$ cat src/common/buck_regs_pkg.sv
// Constants, field layouts and types for the regulator control register bank
package buck_regs_pkg;
  // Register addresses
  localparam logic [7:0] ADDR_VCODE = 8'h01;
  localparam logic [7:0] ADDR_CH1 = 8'h03;
  localparam logic [7:0] ADDR_CH2 = 8'h04;
  localparam logic [7:0] ADDR_CH3 = 8'h05;
  localparam logic [7:0] ADDR_FLAGS = 8'h06;
  // Reset value of every control and status register
  localparam logic [7:0] REG_RESET = 8'h00;
  // Field positions
  localparam int APPLY_BIT = 7;
  localparam int OFF_BIT = 0;
  localparam int LIGHT_LOAD_BIT = 1;
  localparam int RAMP_LSB = 4;
  localparam int RAMP_MSB = 6;
  localparam int CODE_W = 7;
  localparam int CHANNELS = 3;
  // Output voltage mapping in millivolts
  localparam int MV_W = 11;
  localparam logic [10:0] MV_BASE = 11'h2A8;
  localparam logic [10:0] MV_STEP = 11'h00A;
  // Serial protocol constants
  localparam logic [3:0] BYTE_BITS = 4'h8;
  localparam logic [6:0] GENERAL_CALL = 7'h00;
  localparam logic [4:0] TEN_BIT_PREFIX = 5'h1E;
  // Ramp counter width, enough for 128 cycles per step
  localparam int RAMP_CNT_W = 8;
  // Status inputs as laid out in the flag register
  typedef struct packed {
    logic over_temp;
    logic [2:0] overcurrent;
    logic thermal_warning;
    logic [2:0] regulation_ok;
  } flags_t;
  // Per-channel control outputs, index 0 is channel one
  typedef struct packed {
    logic [2:0] ch_off;
    logic [2:0] light_load;
  } chan_ctrl_t;
  // Serial target states
  typedef enum logic [3:0] {
    ST_IDLE = 4'h0,
    ST_ADDR = 4'h1,
    ST_ADDR_ACK = 4'h2,
    ST_REG = 4'h3,
    ST_REG_ACK = 4'h4,
    ST_WDATA = 4'h5,
    ST_WDATA_ACK = 4'h6,
    ST_RDATA = 4'h7,
    ST_RDATA_ACK = 4'h8,
    ST_IGNORE = 4'h9
  } serial_state_t;
endpackage

$ cat src/logic/triple_buck_control_regs.sv
// Serial-bus register bank with voltage ramp for a triple step-down regulator
// Behaviour
// - Decode registers 0x01, 0x03-0x05, 0x06
// - Bit 7 applies the voltage code
// - Bits 6:0 are channel-two voltage code
// - Code maps linearly, 680 mV plus 10 mV
// - Ramp field sets cycles per step, doubling
// - Command bit 0 low enables channel
// - Command bit 1 high selects light-load mode
// - All control fields reset to zero
// - Control registers writable, flag register read-only
// - Flag bit 7 mirrors over-temperature shutdown
// - Flag bits 6:4 mirror channel overcurrent
// - Flag bit 3 mirrors thermal warning
// - Flag bits 2:0 mirror channel power-good
// - Write is address, register, data, each acknowledged
// - Commit on falling clock of data LSB
// - Ignore bus while all enable pins low
// - Answer only own 7-bit address
`timescale 1ns/1ps
`default_nettype none
module triple_buck_control_regs
  import buck_regs_pkg::*;
#(
  parameter logic [6:0] DEV_ADDR = 7'h2A // Arbitrary target address
)(
  input wire logic clk,
  input wire logic reset_n,
  input wire logic scl_in,
  input wire logic sda_in,
  output logic sda_out,
  output logic sda_oe,
  input wire logic [2:0] enable_pin,
  input wire logic switch_clk,
  input wire flags_t flags_in,
  output chan_ctrl_t chan_ctrl,
  output logic code_apply,
  output logic [6:0] voltage_code,
  output logic [10:0] voltage_mv,
  output logic ramp_busy
);
  localparam int SYNC_W = 14;

  // Raw asynchronous pins gathered for the synchroniser
  logic [SYNC_W-1:0] pins_raw;
  logic [SYNC_W-1:0] s1;
  logic [SYNC_W-1:0] s2;
  logic [SYNC_W-1:0] s3;
  logic [SYNC_W-1:0] filt; // Settled value
  logic [SYNC_W-1:0] filt_q; // Settled value one cycle late
  logic [SYNC_W-1:0] next_filt;

  assign pins_raw = {scl_in, sda_in, enable_pin, switch_clk, flags_in};

  // Three-stage synchroniser per pin; accept a change once stages two and three agree
  genvar gi;
  generate
    for (gi = 0; gi < SYNC_W; gi++)
    begin : g_sync
      always_comb
      begin
        next_filt[gi] = (s2[gi] == s3[gi]) ? s3[gi] : filt[gi];
      end
      always_ff @(posedge clk or negedge reset_n)
      begin
        if (!reset_n)
        begin
          s1[gi] <= 1'b0;
          s2[gi] <= 1'b0;
          s3[gi] <= 1'b0;
          filt[gi] <= 1'b0;
          filt_q[gi] <= 1'b0;
        end
        else
        begin
          s1[gi] <= pins_raw[gi];
          s2[gi] <= s1[gi];
          s3[gi] <= s2[gi];
          filt[gi] <= next_filt[gi];
          filt_q[gi] <= filt[gi];
        end
      end
    end
  endgenerate

  // Decoded clean pin views
  logic scl_f;
  logic sda_f;
  logic scl_rise;
  logic scl_fall;
  logic bus_start;
  logic bus_stop;
  logic hw_off;
  logic tick;
  flags_t flags_sync;

  assign scl_f = filt[13];
  assign sda_f = filt[12];
  assign scl_rise = scl_f & ~filt_q[13];
  assign scl_fall = ~scl_f & filt_q[13];
  assign bus_start = scl_f & filt_q[13] & ~sda_f & filt_q[12];
  assign bus_stop = scl_f & filt_q[13] & sda_f & ~filt_q[12];
  assign hw_off = (filt[11:9] == 3'b000);
  assign tick = filt[8] & ~filt_q[8];
  assign flags_sync = filt[7:0];

  // Serial target and register state
  serial_state_t state;
  serial_state_t next_state;
  logic [3:0] bit_cnt;
  logic [3:0] next_bit_cnt;
  logic [7:0] shift; // Receive shifter
  logic [7:0] next_shift;
  logic [7:0] tx; // Transmit shifter
  logic [7:0] next_tx;
  logic [7:0] ptr; // Register pointer
  logic [7:0] next_ptr;
  logic rd_mode; // Address byte asked for a read
  logic next_rd_mode;
  logic [7:0] vcode_reg;
  logic [7:0] next_vcode_reg;
  logic [7:0] cmd_reg [CHANNELS];
  logic [7:0] next_cmd_reg [CHANNELS];

  // Read data for an address; unmapped reads as zero
  function automatic logic [7:0] read_mux(input logic [7:0] a);
    logic [7:0] r;
    r = REG_RESET;
    unique case (a)
      ADDR_VCODE: r = vcode_reg;
      ADDR_CH1: r = cmd_reg[0];
      ADDR_CH2: r = cmd_reg[1];
      ADDR_CH3: r = cmd_reg[2];
      ADDR_FLAGS: r = flags_sync;
      default: r = REG_RESET;
    endcase
    return r;
  endfunction

  // Next state of the serial target and the register file
  always_comb
  begin
    next_state = state;
    next_bit_cnt = bit_cnt;
    next_shift = shift;
    next_tx = tx;
    next_ptr = ptr;
    next_rd_mode = rd_mode;
    next_vcode_reg = vcode_reg;
    next_cmd_reg = cmd_reg;
    if (bus_start)
    begin
      // Start or repeated start always restarts address reception
      next_state = ST_ADDR;
      next_bit_cnt = 4'h0;
    end
    else if (bus_stop)
    begin
      next_state = ST_IDLE;
    end
    else
    begin
      unique case (state)
        ST_IDLE, ST_IGNORE:
        begin
          next_bit_cnt = 4'h0;
        end
        ST_ADDR, ST_REG, ST_WDATA:
        begin
          // Collect a byte MSB first on rising clock
          if (scl_rise)
          begin
            next_shift = {shift[6:0], sda_f};
            next_bit_cnt = bit_cnt + 4'h1;
          end
          else if (scl_fall && bit_cnt == BYTE_BITS)
          begin
            next_bit_cnt = 4'h0;
            if (state == ST_ADDR)
            begin
              next_rd_mode = shift[0];
              // Own address only, never general call or ten-bit prefix
              if (shift[7:1] == DEV_ADDR && shift[7:1] != GENERAL_CALL
                  && shift[7:3] != TEN_BIT_PREFIX && !hw_off)
                next_state = ST_ADDR_ACK;
              else
                next_state = ST_IGNORE;
            end
            else if (state == ST_REG)
            begin
              next_ptr = shift;
              next_state = ST_REG_ACK;
            end
            else
            begin
              // Commit on the falling clock that ends the data LSB
              if (!hw_off)
              begin
                unique case (ptr)
                  ADDR_VCODE: next_vcode_reg = shift;
                  ADDR_CH1: next_cmd_reg[0] = shift;
                  ADDR_CH2: next_cmd_reg[1] = shift;
                  ADDR_CH3: next_cmd_reg[2] = shift;
                  default: next_vcode_reg = vcode_reg;
                endcase
              end
              next_ptr = ptr + 8'h01;
              next_state = ST_WDATA_ACK;
            end
          end
        end
        ST_ADDR_ACK:
        begin
          if (scl_fall)
          begin
            if (rd_mode)
            begin
              next_tx = read_mux(ptr);
              next_state = ST_RDATA;
            end
            else
              next_state = ST_REG;
          end
        end
        ST_REG_ACK, ST_WDATA_ACK:
        begin
          if (scl_fall)
            next_state = ST_WDATA;
        end
        ST_RDATA:
        begin
          // Shift out on falling clock, count on rising clock
          if (scl_rise)
            next_bit_cnt = bit_cnt + 4'h1;
          else if (scl_fall)
          begin
            if (bit_cnt == BYTE_BITS)
            begin
              next_bit_cnt = 4'h0;
              next_ptr = ptr + 8'h01;
              next_state = ST_RDATA_ACK;
            end
            else
              next_tx = {tx[6:0], 1'b0};
          end
        end
        ST_RDATA_ACK:
        begin
          // Controller not-acknowledge ends the read
          if (scl_rise && sda_f)
            next_state = ST_IGNORE;
          else if (scl_fall)
          begin
            next_tx = read_mux(ptr);
            next_state = ST_RDATA;
          end
        end
        default:
        begin
          next_state = ST_IDLE;
        end
      endcase
    end
  end

  // Register the serial target and register file
  always_ff @(posedge clk or negedge reset_n)
  begin
    if (!reset_n)
    begin
      state <= ST_IDLE;
      bit_cnt <= 4'h0;
      shift <= REG_RESET;
      tx <= REG_RESET;
      ptr <= REG_RESET;
      rd_mode <= 1'b0;
      vcode_reg <= REG_RESET;
      for (int i = 0; i < CHANNELS; i++)
        cmd_reg[i] <= REG_RESET;
    end
    else
    begin
      state <= next_state;
      bit_cnt <= next_bit_cnt;
      shift <= next_shift;
      tx <= next_tx;
      ptr <= next_ptr;
      rd_mode <= next_rd_mode;
      vcode_reg <= next_vcode_reg;
      cmd_reg <= next_cmd_reg;
    end
  end

  // Open-drain data: only ever pull low
  assign sda_out = 1'b0;
  always_comb
  begin
    unique case (state)
      ST_ADDR_ACK, ST_REG_ACK, ST_WDATA_ACK: sda_oe = 1'b1;
      ST_RDATA: sda_oe = ~tx[7];
      default: sda_oe = 1'b0;
    endcase
  end

  // Channel controls straight from the command registers
  generate
    for (gi = 0; gi < CHANNELS; gi++)
    begin : g_chan
      assign chan_ctrl.ch_off[gi] = cmd_reg[gi][OFF_BIT];
      assign chan_ctrl.light_load[gi] = cmd_reg[gi][LIGHT_LOAD_BIT];
    end
  endgenerate

  // Ramp state
  logic [6:0] cur_code;
  logic [6:0] next_cur_code;
  logic [RAMP_CNT_W-1:0] step_cnt;
  logic [RAMP_CNT_W-1:0] next_step_cnt;
  logic [10:0] next_voltage_mv;
  logic [2:0] ramp_rate;
  logic [6:0] target;
  logic [RAMP_CNT_W-1:0] step_len;

  assign ramp_rate = cmd_reg[1][RAMP_MSB:RAMP_LSB];
  assign target = vcode_reg[CODE_W-1:0];
  assign step_len = RAMP_CNT_W'(1) << ramp_rate;

  // Step the applied code one unit per selected number of switching cycles
  always_comb
  begin
    next_cur_code = cur_code;
    next_step_cnt = step_cnt;
    if (!vcode_reg[APPLY_BIT] || cur_code == target)
      next_step_cnt = '0;
    else if (tick)
    begin
      if (step_cnt + RAMP_CNT_W'(1) >= step_len)
      begin
        next_step_cnt = '0;
        next_cur_code = (cur_code < target) ? cur_code + 7'h01 : cur_code - 7'h01;
      end
      else
        next_step_cnt = step_cnt + RAMP_CNT_W'(1);
    end
    next_voltage_mv = MV_BASE + MV_STEP * MV_W'(next_cur_code);
  end

  // Register ramp state and its data outputs
  always_ff @(posedge clk or negedge reset_n)
  begin
    if (!reset_n)
    begin
      cur_code <= '0;
      step_cnt <= '0;
      voltage_mv <= MV_BASE;
      code_apply <= 1'b0;
      ramp_busy <= 1'b0;
    end
    else
    begin
      cur_code <= next_cur_code;
      step_cnt <= next_step_cnt;
      voltage_mv <= next_voltage_mv;
      code_apply <= vcode_reg[APPLY_BIT];
      ramp_busy <= vcode_reg[APPLY_BIT] && (next_cur_code != target);
    end
  end

  assign voltage_code = cur_code;
endmodule
`default_nettype wire

$ cat config.mk
export PLATFORM = sky130hd
export DESIGN_NAME = triple_buck_control_regs
export DESIGN_NICKNAME = d
export VERILOG_FILES = /design/src/common/buck_regs_pkg.sv /design/src/logic/triple_buck_control_regs.sv
export SDC_FILE = /design/constraint.sdc
export NUM_CORES = 1
export LEC_CHECK = 0
export CAP_MARGIN = 10
export CORE_ASPECT_RATIO = 0.8
export CORE_MARGIN = 8
export CORE_UTILIZATION = 30
export DETAILED_ROUTE_END_ITERATION = 10
export DONT_BUFFER_PORTS = 1
export PLACE_DENSITY_LB_ADDON = 0.25
export SETUP_SLACK_MARGIN = 0.15
export SLEW_MARGIN = 40
export SYNTH_ARGS = -nofsm -noshare
export SYNTH_HDL_FRONTEND = slang
export SYNTH_SLANG_ARGS = --single-unit
$ cat constraint.sdc
create_clock -name clk -period 6.3 [get_ports clk]
set_input_delay 1.575 -clock clk [delete_from_list [all_inputs] [get_ports clk]]
set_output_delay 1.575 -clock clk [all_outputs]
set_load 0.03 [all_outputs]
==> results by stage, run 1 <==
Power and ir drop:
- The clock share of power is 40.4%.
- The portion of total power attributed to sequential cells is 45.5%.
- Of the total power, the share spent switching nets is 30.0%.
- In this run the static leakage power is 3.63 nW.
- The proportion of power drawn by combinational gates is 14.1%.
- The internal power summed over all cells is 0.00181 W.
- The reported net switching power is 0.000778 W.
- The power density over the cells is 315 nW/um^2.
- The worst ir drop on vdd is 0.167 mV.

Die:
- The width of the die is 191 um.
- The initial core utilization is 30.5%.
- The y dimension of the die is 156 um.
- 44 I/O pins were placed.
- The core area is 24200 um^2.
- The die covers 29900 um^2.
- The initialized floorplan defines 51 standard-cell rows.

Synthesis:
- The commonest cells after synthesis are 145 x sky130_fd_sc_hd__dfrtp_1, 45 x sky130_fd_sc_hd__nand2_1, 42 x sky130_fd_sc_hd__ha_1, 42 x sky130_fd_sc_hd__mux2_2, 35 x sky130_fd_sc_hd__nand3_1.
- Of the synthesized area, sequential elements account for 50.5%.
- Dividing the synthesized area by the synthesized cell count gives 11.2 um^2.
- The primary flip-flop cell chosen by synthesis mapping is sky130_fd_sc_hd__dfrtp_1.
- By area the synthesized netlist is led by sky130_fd_sc_hd__dfrtp_1 49%, sky130_fd_sc_hd__ha_1 7.1%, sky130_fd_sc_hd__mux2_2 6.4%.
- The synthesis-stage register bit count is 149.
- For this run, asynchronously set or reset flops after synthesis account for 100%.
- The synthesized design devotes to its leading area cell type 49.1% of total area.
- The number of synthesized flops with an enable pin is 0.
- The cell count after synthesis is 659.
- The number of warnings printed during yosys synthesis is 0.
- Summed over all instances, the cell type with the most area after synthesis is sky130_fd_sc_hd__dfrtp_1.
- The most frequent cell after synthesis is sky130_fd_sc_hd__dfrtp_1.
- The synthesized netlist contains 62 unique library cells.
- The cell area that synthesis handed to floorplanning was 7390 um^2.

Finish:
- The number of antenna repair diodes is 0.
- The register with the most flip-flops in the layout has 18 of them.
- The synthesis-to-layout area growth is 11.4%.
- Cells with a size suffix above 1 make up 14.4% of the layout.
- The fill cell total of the finished layout is 2420.
- The net count of the finished layout is 707.

CTS:
- The worst-case clock buffer depth is 2.
- The clock edge transition at the registers on the reported setup and hold paths is 60 ps.
- The number of sinks driven by the clock tree is 149.
- The clock network latency to the later pin of the worst-skew pair is 420 ps.
- After clock tree synthesis, the flow added hold-fix buffers numbering 0.
- The number of gates resized after cts is 0.
- Post-CTS timing repair inserted 0 buffers for setup.
- The cell sitting at the root of the clock tree is a sky130_fd_sc_hd__clkbuf_16.
- The H-tree depth reported by CTS is 4.
- In this run, CTS created clock tree buffers numbering 17.
- TritonCTS built the clock tree.

Worst setup path:
- The number of buffers and inverters on the critical path is 1.
- The most used cell along the critical path is sky130_fd_sc_hd__ha_1.
- The critical path is of the flip-flop to flip-flop type.
- The worst register-to-register path begins at voltage_code[1].
- The worst register-to-register path has a depth of 20.
- The type of destination of the critical path is a flip-flop.
- The master of the slowest instance on the critical path is sky130_fd_sc_hd__dfrtp_1.
- Across all register-to-register paths, the minimum setup slack is 750 ps.
- The dominant delay contributor by cell family on the critical path is compound AO/OA/AOI/OAI gates.
- For the worst setup path, the data required time is 6650 ps.
- Data arrives at the worst endpoint at 5900 ps.
- Walking the worst path, the cells encountered are ha_1 -> nand2_1 -> o21ai_0 -> a21oi_1 -> inv_1 -> ha_1 -> a21o_1 -> a21o_2 -> a21o_1 -> a21oi_1 -> xor2_1 -> o21ai_0 -> ha_1 -> ha_1 -> a21oi_1 -> xnor2_1 -> o21ai_0 -> mux2_2 -> a221oi_1 -> xnor2_1.
- The terminus of the critical flop-to-flop path is voltage_mv[9].
- STA classifies the critical path startpoint as a flip-flop.
- The peak per-stage delay on the critical path is 780 ps.
- In this run the worst path has a maximum fanout of 7.

STA:
- Setup violations remaining at the end of the flow were counted as 0.
- The max-slew headroom at the worst pin is 48.1%.
- Setup repair after global routing left no endpoint under its margin.
- The final worst setup slack is 753 ps.
- The number of endpoints with negative hold slack in the final report came to 0.
- The slew at the pin closest to its max-slew limit is 776 ps.
- The final period utilization is 88.1%.
- The worst clock skew is 9.82 ps.
- The final number of max-transition violations was 0.
- The post-route setup TNS is 0 ps.
- Derived from the worst setup path, the maximum achievable clock frequency is 180 MHz.
- The minimum clock period after layout is 5550 ps.

Detailed routing:
- The first TritonRoute pass finished after 5 iterations.
- The detailed router finished its first iteration with 343 violations.
- The final routed wirelength across all metal layers is 16400 um.
- The number of vias per cell is 4.99.
- The detailed router placed 4876 vias in this run.
- In the final routed layout, each cell accounts on average for 16.8 um.
- The DRC violation count after routing is 0.
- The detail route stage leaves a number of antenna-violating nets equal to 0.

Outcome:
- The run finished with clean final reports.

Place:
- The post-placement setup slack is 840 ps.
- Routability-driven placement finished with a final weighted congestion of 0.852.
- Input and output buffers added on the ports amount to 0.
- The wire-length estimate of the detail-placed layout is 11400 um.

Global routing:
- Summed over all layers, the global routing overflow is 0.
- The number of antenna violations at the first check in global routing came to 0.
- Entering global routing, the biggest net connects 150 pins.
- The wire length of the first global-routing pass is 26800 um.
- The number of global-route vias before repair came to 4930.
- In the global route stage, overall resource usage came out at 11.4%.

Worst hold path:
- In this run the most critical hold path is launched from s1[10].
- For hold timing, the worst endpoint is s2[10].
- The number of cells on the worst hold path is 0.
- The classification of the worst-slack hold path is flip-flop to flip-flop.

Flow run:
- The max-cap check violation count is 0.
## power groups by stage
stage               Combinational [W]  Clock, W  Sequential (W)
floorplan                    0.000342         0         0.00111
global route                 0.000406   0.00112         0.00120
detailed placement           0.000362         0         0.00120
finish                       0.000365   0.00105         0.00118
CTS                          0.000363   0.00108         0.00118
global placement             0.000353         0         0.00119
## layer usage
| layer | routed length, um | global-route usage [%] |
|---|---|---|
| met1 | 8110 | 15.6 |
| met2 | 7200 | 16.5 |
| met4 | 308 | 4.43 |
| met5 | 0 | 0 |
| met3 | 780 | 3.60 |
## worst register-to-register path: cells and delay by family (launching register included)
family | cells | cell delay, ps
compound gates | 10 | 2310
xor+xnor | 3 | 440
fa+ha+maj | 4 | 1330
buf+inv | 1 | 200
flops | 1 | 780
mux | 1 | 360
simple gates | 1 | 70
## kinds of logic (layout without fill, tap and decap cells)
kind of cell	after synthesis	after routing	synth area share, %
adder cells (fa/ha/maj)	58	58	9.55
buffers and inverters	65	65	4.07
AO/OA/AOI/OAI	146	146	13.4
flip-flops	149	149	50.5
multiplexers	45	45	6.81
AND/OR/NAND/NOR	165	165	11.9
other	1	2	0.0508
XOR/XNOR	30	30	3.74
## area by class of cell
class,instances,area (um^2),share of cell area (%)
clock buffers,19,453,5.50
clock inverters,13,158,1.92
inverters,32,120,1.46
multi-input cells,446,3360,40.8
flip-flops and latches,149,3730,45.4
well taps,318,398,4.83
repair buffers,1,7.51,0.0912
## cell usage in the layout (no fill, tap or decap), types with 9 or more instances in the layout
cell type                   instances
sky130_fd_sc_hd__mux2_2            42
sky130_fd_sc_hd__nand3_1           35
sky130_fd_sc_hd__a22oi_1           11
sky130_fd_sc_hd__a21oi_1           27
sky130_fd_sc_hd__dfrtp_1          145
sky130_fd_sc_hd__nor2_1            23
sky130_fd_sc_hd__xnor2_1           20
sky130_fd_sc_hd__o21ai_0           30
sky130_fd_sc_hd__xor2_1             9
sky130_fd_sc_hd__ha_1              42
sky130_fd_sc_hd__o21ai_1           14
sky130_fd_sc_hd__a222oi_1          10
sky130_fd_sc_hd__inv_1             32
sky130_fd_sc_hd__o22a_1            10
sky130_fd_sc_hd__nand2_1           45
sky130_fd_sc_hd__clkbuf_16         17
sky130_fd_sc_hd__maj3_1            14
## worst max-delay path by stage
stage	to	slack, ps	cells after the start	startpoint
detailed placement	voltage_mv[9]	840	20	voltage_code[1]
global route	voltage_mv[9]	440	20	voltage_code[6]
finish	voltage_mv[9]	750	20	voltage_code[1]
floorplan	voltage_mv[9]	1490	20	voltage_code[2]
CTS	voltage_mv[9]	820	20	voltage_code[1]
global placement	voltage_mv[9]	1020	20	voltage_code[1]
## per-stage QoR
step / hold slack (ps) / util (%) / cell area [um^2] / std cells / power, W
global route: 359 / 33.9 / 8230 / 978 / 0.00273
floorplan: 331 / - / 7390 / 660 / 0.00145
global placement: 334 / 31.4 / 7620 / 946 / 0.00154
finish: 349 / 33.9 / 8230 / 978 / 0.00259
CTS: 353 / 33.9 / 8230 / 978 / 0.00262
detailed placement: 337 / 31.4 / 7620 / 946 / 0.00156
Note: power is estimated with default switching activity, not from simulation.
==> run 2, diff against run 1 <==
--- a/config.mk
+++ b/config.mk
@@ -11,9 +11,9 @@
 export CORE_UTILIZATION = 30
 export DETAILED_ROUTE_END_ITERATION = 10
 export DONT_BUFFER_PORTS = 1
-export PLACE_DENSITY_LB_ADDON = 0.25
+export PLACE_DENSITY_LB_ADDON = 0.08
 export SETUP_SLACK_MARGIN = 0.15
-export SLEW_MARGIN = 40
+export SLEW_MARGIN = 0
 export SYNTH_ARGS = -nofsm -noshare
 export SYNTH_HDL_FRONTEND = slang
 export SYNTH_SLANG_ARGS = --single-unit
==> run 2 against run 1 <==
  * First-iteration DRC count increased by 38%
  * Design area decreased by 0.33%
  * Final cell count unchanged
  * Largest cell class unchanged
  * Highest routed layer unchanged
==> results by stage, run 2 (synthesis gave the netlist of run 1 again) <==
Outcome:
- The flow ran to the end, and the final reports show no timing, DRC or antenna violations.

Power and ir drop:
- The power density over the cells is 313 nW/um^2.
- The worst ir drop on vdd is 0.118 mV.
- For this design the static power due to leakage is 3.61 nW.

Detailed routing:
- The detailed router placed 4802 vias in this run.
- The DRC violation count after routing is 0.
- After detailed routing, the total wire length is 16900 um.
- The first routing iteration left 473 violations.
- The first detailed-routing pass took 8 iterations.
- The number of vias per cell is 4.91.
- The average wire per cell in the routed design is 17.3 um.
- The residual antenna-violating net count after detailed routing is 0.

Place:
- Timing analysis after detailed placement gives a worst setup slack of 740 ps.
- At the end of routability-driven placement, the weighted congestion stood at 0.799.
- The post-placement cell count is 946.
- The count of input and output buffers is 0.
- After legalization and detailed placement, the total HPWL measured 11700 um.

STA:
- The max-slew headroom at the worst pin is 44.1%.
- For this run, the top clock speed supported by timing is 182 MHz.
- The final number of max-transition violations is 0.
- The tightest hold path in the finished design has a slack of 347 ps.
- The number of endpoints with negative hold slack in the final report is 0.
- Setup repair after global routing left no endpoint under its margin.
- The number of failing setup endpoints in the final timing report is 0.
- For the final database, setup skew stands at 10.3 ps.
- The final period utilization is 87.3%.
- The minimum clock period after layout is 5500 ps.
- For the pin with the worst max-slew slack, the measured transition is 838 ps.
- Summed over all failing endpoints, the final setup total negative slack is 0 ps.
- Setup slack on the critical path of the routed design comes to 800 ps.

Worst setup path:
- The terminus of the critical flop-to-flop path is voltage_mv[9].
- The cell count of the worst reg-to-reg path is 20.
- Among all stages on the critical path, the largest delay is contributed by sky130_fd_sc_hd__dfrtp_1.
- Data on the critical path is required at its endpoint by 6650 ps.
- The peak per-stage delay on the critical path is 800 ps.
- The critical path goes through ha_1 -> nand2_1 -> o21ai_0 -> a21oi_1 -> inv_1 -> ha_1 -> a21o_1 -> a21o_2 -> a21o_1 -> a21oi_1 -> xor2_1 -> o21ai_0 -> ha_1 -> ha_1 -> a21oi_1 -> xnor2_1 -> o21ai_0 -> mux2_2 -> a221oi_1 -> xnor2_1.
- The arrival time of the worst setup path is 5850 ps.
- The most used cell along the critical path is sky130_fd_sc_hd__ha_1.
- The setup path with the least slack is of type flip-flop to flip-flop.
- Along the worst path, the maximum fanout reaches 7.
- The worst setup path is captured at a flip-flop.
- The startpoint identified for the worst register-to-register timing path is voltage_code[1].
- The internal reg-to-reg setup slack is 800 ps.
- The sort of element at the start of the critical path is a flip-flop.

Finish:
- The fraction of layout instances using a drive strength above 1 is 13.8%.
- The layout net count is 707.
- From synthesis to final layout, the design area changed by 11.0%.
- After filler insertion, the fill cell instance count of the layout stands at 2445.
- The repair_antennas step left the layout with diodes totalling 0.
- The flip-flop count of the largest register after layout is 18.
- In the layout the commonest cells are 145 x sky130_fd_sc_hd__dfrtp_1, 45 x sky130_fd_sc_hd__nand2_1, 42 x sky130_fd_sc_hd__mux2_2, 42 x sky130_fd_sc_hd__ha_1, 35 x sky130_fd_sc_hd__nand3_1.
- The combined flip-flop and latch cell area is 3730 um^2.
- In the final layout, the multi-input gates occupy 3360 um^2.
- The library cell used most frequently in the layout, excluding fill and tap cells, is sky130_fd_sc_hd__dfrtp_1.
- After the flow finishes, the layout carries non-filler instances totaling 978.

CTS:
- Post-CTS repair changed the size of 0 cells.
- The clock network latency to the later pin of the worst-skew pair is 420 ps.
- After clock tree synthesis, the clock-pin slew on the worst setup and hold paths is 60 ps.
- The buffer type at the clock tree root is sky130_fd_sc_hd__clkbuf_16.
- In this run, post-CTS hold repair placed 0 buffers.
- For this design, the sink count on the clock tree is 149.
- The CTS tree is done.
- The clock passes through at most 2 buffers.
- The post-CTS setup buffer count is 0.
- The clock tree synthesis step divided the H-tree into 4 levels.
- The number of buffers inserted during clock tree synthesis is 17.

Die:
- The floorplan step defined a die boundary enclosing 29900 um^2.
- After floorplanning, the core was sized to cover 24200 um^2.
- The y dimension of the die is 156 um.
- The die is 191 um wide.
- The row count is 51.
- 44 I/O pins were placed.
- Once the floorplan was initialized, standard cells occupied 30.5% of the core.

Worst hold path:
- The path class of the tightest hold or removal check is flip-flop to flip-flop.
- The number of cells on the worst hold path is 0.
- The destination of the worst hold path is s2[6].
- In this run the most critical hold path is launched from s1[6].

Global routing:
- The maximum number of pins on one net before global-route repair is 150.
- The overall track demand over capacity in global routing is 11.7%.
- After global routing the overflow that remains totals 0.
- The number of global-route vias before repair is 4792.
- The wire length of the first global-routing pass is 27100 um.
- The number of antenna violations at the first check in global routing is 0.

Flow run:
- The max-cap check violation count is 0.
run 2: changes by cell type in the layout (fill, tap and decap cells not counted):
cell,before,now
sky130_fd_sc_hd__clkinvlp_4,1,3
sky130_fd_sc_hd__clkinv_2,0,1
sky130_fd_sc_hd__a21oi_1,27,28
sky130_fd_sc_hd__inv_6,7,2
sky130_fd_sc_hd__inv_8,1,0
sky130_fd_sc_hd__clkbuf_1,0,3
sky130_fd_sc_hd__a21oi_2,1,0
run 2: layer usage:
layer / vias to the layer above / global-route usage (%) / wire (um)
met1: 2366 / 17.2 / 8960
met2: 85 / 16.2 / 7060
li1: 2338 / - / -
met5: - / 0 / 0
met3: 13 / 3.07 / 711
met4: 0 / 3.62 / 192
run 2: per-stage QoR:
step	total power, W	utilization, %	area (um^2)
CTS	0.00261	33.8	8200
floorplan	0.00145	-	7390
finish	0.00257	33.8	8200
global route	0.00270	33.8	8200
global placement	0.00156	31.4	7620
detailed placement	0.00157	31.4	7620
run 2: report_power, final:
group / switching [W] / leakage, nW / internal [W]
combinational: 0.000206 / 1.42 / 0.000162
sequential: 0.000148 / 1.91 / 0.00104
clock: 0.000411 / 0.277 / 0.000607
run 2: worst max-delay path by stage:
stage / from / endpoint / slack (ps) / depth (start not counted)
after CTS: voltage_code[1] / voltage_mv[9] / 720 / 20
after detailed placement: voltage_code[1] / voltage_mv[9] / 740 / 20
after global placement: voltage_code[1] / voltage_mv[9] / 930 / 20
after global routing: voltage_code[1] / voltage_mv[9] / 400 / 21
final: voltage_code[1] / voltage_mv[9] / 800 / 20
after floorplan: voltage_code[2] / voltage_mv[9] / 1490 / 20
run 2: worst max-delay path, delay by kind of cell (launching register included):
kind | cells | cell delay (ps)
DFF | 1 | 800
AOI/OAI and AO/OA | 10 | 2280
and+or+nand+nor | 1 | 60
muxes | 1 | 350
adders and majority gates | 4 | 1310
buffers and inverters | 1 | 180
xor gates and xnor gates | 3 | 450
run 2: cell type report:
cell class / instances / share of cell area (%)
clock buffer: 22 / 5.66
clock inverter: 10 / 1.49
inverter: 32 / 1.46
tap: 318 / 4.85
timing repair buffer: 1 / 0.0915
multi-input combinational: 446 / 40.9
sequential: 149 / 45.5
==> run 3, diff against run 2 <==
--- a/config.mk
+++ b/config.mk
@@ -5,6 +5,7 @@
 export SDC_FILE = /design/constraint.sdc
 export NUM_CORES = 1
 export LEC_CHECK = 0
+export ABC_AREA = 1
 export CAP_MARGIN = 10
 export CORE_ASPECT_RATIO = 0.8
 export CORE_MARGIN = 8
==> run 3 against run 2 <==
  * First-iteration DRC count decreased by 23%
  * Sequential share of layout area decreased by 1.1 points
  * Sequential cell count unchanged
  * Critical path depth increased by 8
  * Synthesized cell count increased by 29%
  * Largest cell class unchanged
  * Largest power group unchanged
==> results by stage, run 3 <==
Worst setup path:
- In this run the worst path has a maximum fanout of 8.
- The master of the slowest instance on the critical path is sky130_fd_sc_hd__dfrtp_1.
- The required time at the worst-slack endpoint is 6620 ps.
- The worst setup path is captured at a flip-flop.
- The largest single stage delay on the critical path is 840 ps.
- The arrival time of the worst setup path is 5090 ps.
- The sort of element at the start of the critical path is a flip-flop.
- The most used cell along the critical path is sky130_fd_sc_hd__nand2_1.
- The critical path is of the flip-flop to flip-flop type.

Global routing:
- The wire length of the first global-routing pass is 29900 um.
- The overall track demand over capacity in global routing is 12.5%.
- The maximum number of pins on one net before global-route repair is 150.
- The number of antenna violations at the first check in global routing was 0.
- Global routing finished with a remaining overflow of 0.
- The number of global-route vias before repair is 5274.

STA:
- The final number of max-transition violations is 0.
- The minimum clock period after layout is 4780 ps.
- The minimum hold slack is 347 ps.
- The number of endpoints with negative hold slack in the final report is 0.
- Setup violations remaining at the end of the flow were counted as 0.
- Setup repair after global routing left no endpoint under its margin.
- Static timing analysis puts the maximum clock frequency at 209 MHz.
- Between clock sinks in the finished design, the worst skew comes to 8.17 ps.
- Dividing the final minimum period by the clock period gives 75.8%.
- The max-slew headroom at the worst pin is 27.8%.
- The slew at the pin closest to its max-slew limit is 1070 ps.
- After routing, the total negative slack on setup checks comes to 0 ps.

CTS:
- The later pin in the worst-skew pair is clocked with a latency of 420 ps.
- The post-CTS setup buffer count is 0.
- The root buffer cell chosen for the clock tree is sky130_fd_sc_hd__clkbuf_16.
- The clock edge transition at the registers on the reported setup and hold paths is 70 ps.
- The worst-case clock buffer depth is 2.
- The number of sinks driven by the clock tree is 149.
- The number of gates resized after cts is 0.
- The number of buffers inserted during clock tree synthesis is 17.
- The CTS tree is done.
- The H-tree depth reported by CTS is 4.
- In this run, post-CTS hold repair placed 0 buffers.

Power and ir drop:
- The worst ir drop on vdd is 0.167 mV.
- Summed over all cells, the static leakage comes to 4.06 nW.
- For this design the ratio of total power to cell area is 301 nW/um^2.

Detailed routing:
- Detailed routing inserted a total of 5370 vias.
- The DRC violation count after routing is 0.
- For this block, the initial DRC count from the detailed router was 363.
- The final routed wirelength across all metal layers is 17800 um.
- The count of nets left with antenna violations once routing finished came out at 0.
- After detailed routing, the average wire length per cell comes to 15.0 um.
- Using the TritonRoute via totals, the vias-per-cell ratio works out to 4.53.
- The first TritonRoute pass finished after 5 iterations.

Finish:
- In the layout the commonest cells are 235 x sky130_fd_sc_hd__nand2_1, 145 x sky130_fd_sc_hd__dfrtp_1, 96 x sky130_fd_sc_hd__inv_1.
- The flip-flop count of the largest register after layout is 18.
- The most frequent standard cell in the layout excluding fill and tap cells is sky130_fd_sc_hd__nand2_1.
- The fraction of layout instances using a drive strength above 1 is 9.40%.
- Compared with the post-synthesis result, the final layout area differs by 10.8%.
- The number of antenna repair diodes is 0.
- The final layout contains 909 nets.
- The post-layout utilization of the core is 33.5%.
- The fill cell total of the finished layout is 2595.

Die:
- The number of primary I/O pins is 44.
- The floorplan step defined a die boundary enclosing 30600 um^2.
- The y dimension of the die is 158 um.
- The width of the die is 194 um.
- The initial core utilization is 30.3%.
- Row generation in the floorplan step produced 52 rows.
- The region available for standard cell placement spans 25000 um^2.

Synthesis:
- The post-synthesis average cell area is 8.89 um^2.
- The part of the Yosys area used for sequential elements is 49.3%.
- By count the netlist is led by 235 x sky130_fd_sc_hd__nand2_1, 145 x sky130_fd_sc_hd__dfrtp_1, 96 x sky130_fd_sc_hd__inv_1.
- The primary flip-flop cell chosen by synthesis mapping is sky130_fd_sc_hd__dfrtp_1.
- After synthesis the cells add up to 7580 um^2.
- The number of synthesized flops with an enable pin is 0.
- The portion of synthesized cell area occupied by the leading cell type is 47.9%.
- The most frequent cell after synthesis is sky130_fd_sc_hd__nand2_1.
- In this run, distinct cell masters in the synthesized netlist total 47.
- The number of warnings printed during yosys synthesis is 0.
- The async set-or-reset flop fraction in the synthesized netlist is 100%.
- In the post-synthesis netlist, the biggest area contributors are sky130_fd_sc_hd__dfrtp_1 48%, sky130_fd_sc_hd__nand2_1 12%, sky130_fd_sc_hd__ha_1 6.9%.
- The synthesis-stage register bit count is 149.
- The biggest area consumer among synthesized cells is sky130_fd_sc_hd__dfrtp_1.
- The cell count after synthesis is 853.

Place:
- The detailed-placement wirelength estimate is 12500 um.
- Routability-driven placement finished with a final weighted congestion of 0.765.
- The count of input and output buffers is 0.

Worst hold path:
- The path class of the tightest hold or removal check is flip-flop to flip-flop.

Outcome:
- The run finished with clean final reports.

Flow run:
- The max-cap check violation count is 0.
==> run 3: cell count changes after synthesis, moves of 10 or more <==
| cell | delta |
|---|---|
| sky130_fd_sc_hd__nand2_1 | +190 |
| sky130_fd_sc_hd__inv_1 | +64 |
| sky130_fd_sc_hd__mux2_2 | -42 |
| sky130_fd_sc_hd__nor2_1 | +23 |
| sky130_fd_sc_hd__o21ai_2 | +16 |
| sky130_fd_sc_hd__nand3_1 | +13 |
| sky130_fd_sc_hd__xnor2_1 | -12 |
| sky130_fd_sc_hd__a21oi_1 | -10 |
| sky130_fd_sc_hd__a222oi_1 | -10 |
| sky130_fd_sc_hd__o22a_1 | -10 |
==> run 3: kinds of logic (layout without fill, tap and decap cells) <==
| group | count (synthesis) | after routing | synth area share, % |
|---|---|---|---|
| and+or+nand+nor | 375 | 375 | 21.8 |
| DFF | 149 | 149 | 49.3 |
| buffers and inverters | 128 | 136 | 7.43 |
| AOI/OAI and AO/OA | 116 | 116 | 9.15 |
| adders and majority gates | 58 | 58 | 9.31 |
| xor gates and xnor gates | 25 | 25 | 2.89 |
| other | 1 | 2 | 0.0495 |
| muxes | 1 | 1 | 0.132 |
==> run 3: worst max-delay path, delay by kind of cell (launching register included) <==
kind | cells | cell delay [ps]
simple gates | 18 | 1770
fa+ha+maj | 4 | 1270
flops | 1 | 840
buf+inv | 4 | 420
xor+xnor | 1 | 300
compound gates | 1 | 80
==> run 3: final timing paths <==
check                                     start  slack (ps)  cells after the start               to
worst max register to register  voltage_code[0]        1520                     28   voltage_mv[10]
min in group asynchronous               reset_n         840                      0  voltage_code[6]
max in group asynchronous               reset_n        5170                      0           s1[11]
worst min register to register            s1[1]         350                      0            s2[1]
worst max-delay path            voltage_code[0]        1520                     28   voltage_mv[10]
worst min-delay path                      s1[1]         350                      0            s2[1]
==> run 3: layer usage <==
layer  up-vias  track usage [%]  routed length, um
met4         0             3.29                131
met3        10             3.10                643
li1       2749                -                  -
met2        87             17.3               7340
met5         -                0                  0
met1      2524             18.7               9710
==> run 3: through the flow <==
step	std cells	power (W)	worst slack, ps	area [um^2]
after global routing	1186	0.00269	970	8400
after detailed placement	1154	0.00152	1500	7820
after floorplan	854	0.00142	2370	7580
final	1186	0.00253	1520	8400
after global placement	1154	0.00153	1490	7820
after CTS	1186	0.00257	1470	8400
==> run 3: cell type report <==
type                    instances  area, um^2  share of cell area (%)
flip-flops and latches        149        3730                    44.4
clock buffers                  21         470                    5.60
inverters                     104         390                    4.65
well taps                     324         405                    4.83
multi-input cells             577        3290                    39.1
clock inverters                11         114                    1.36
==> run 3: power by group <==
| part | switching, W | total [W] | internal, W |
|---|---|---|---|
| clock | 0.000444 | 0.00103 | 0.000584 |
| sequential | 0.0000691 | 0.00110 | 0.00103 |
| combinational | 0.000278 | 0.000402 | 0.000124 |
| total | 0.000791 | 0.00253 | 0.00174 |
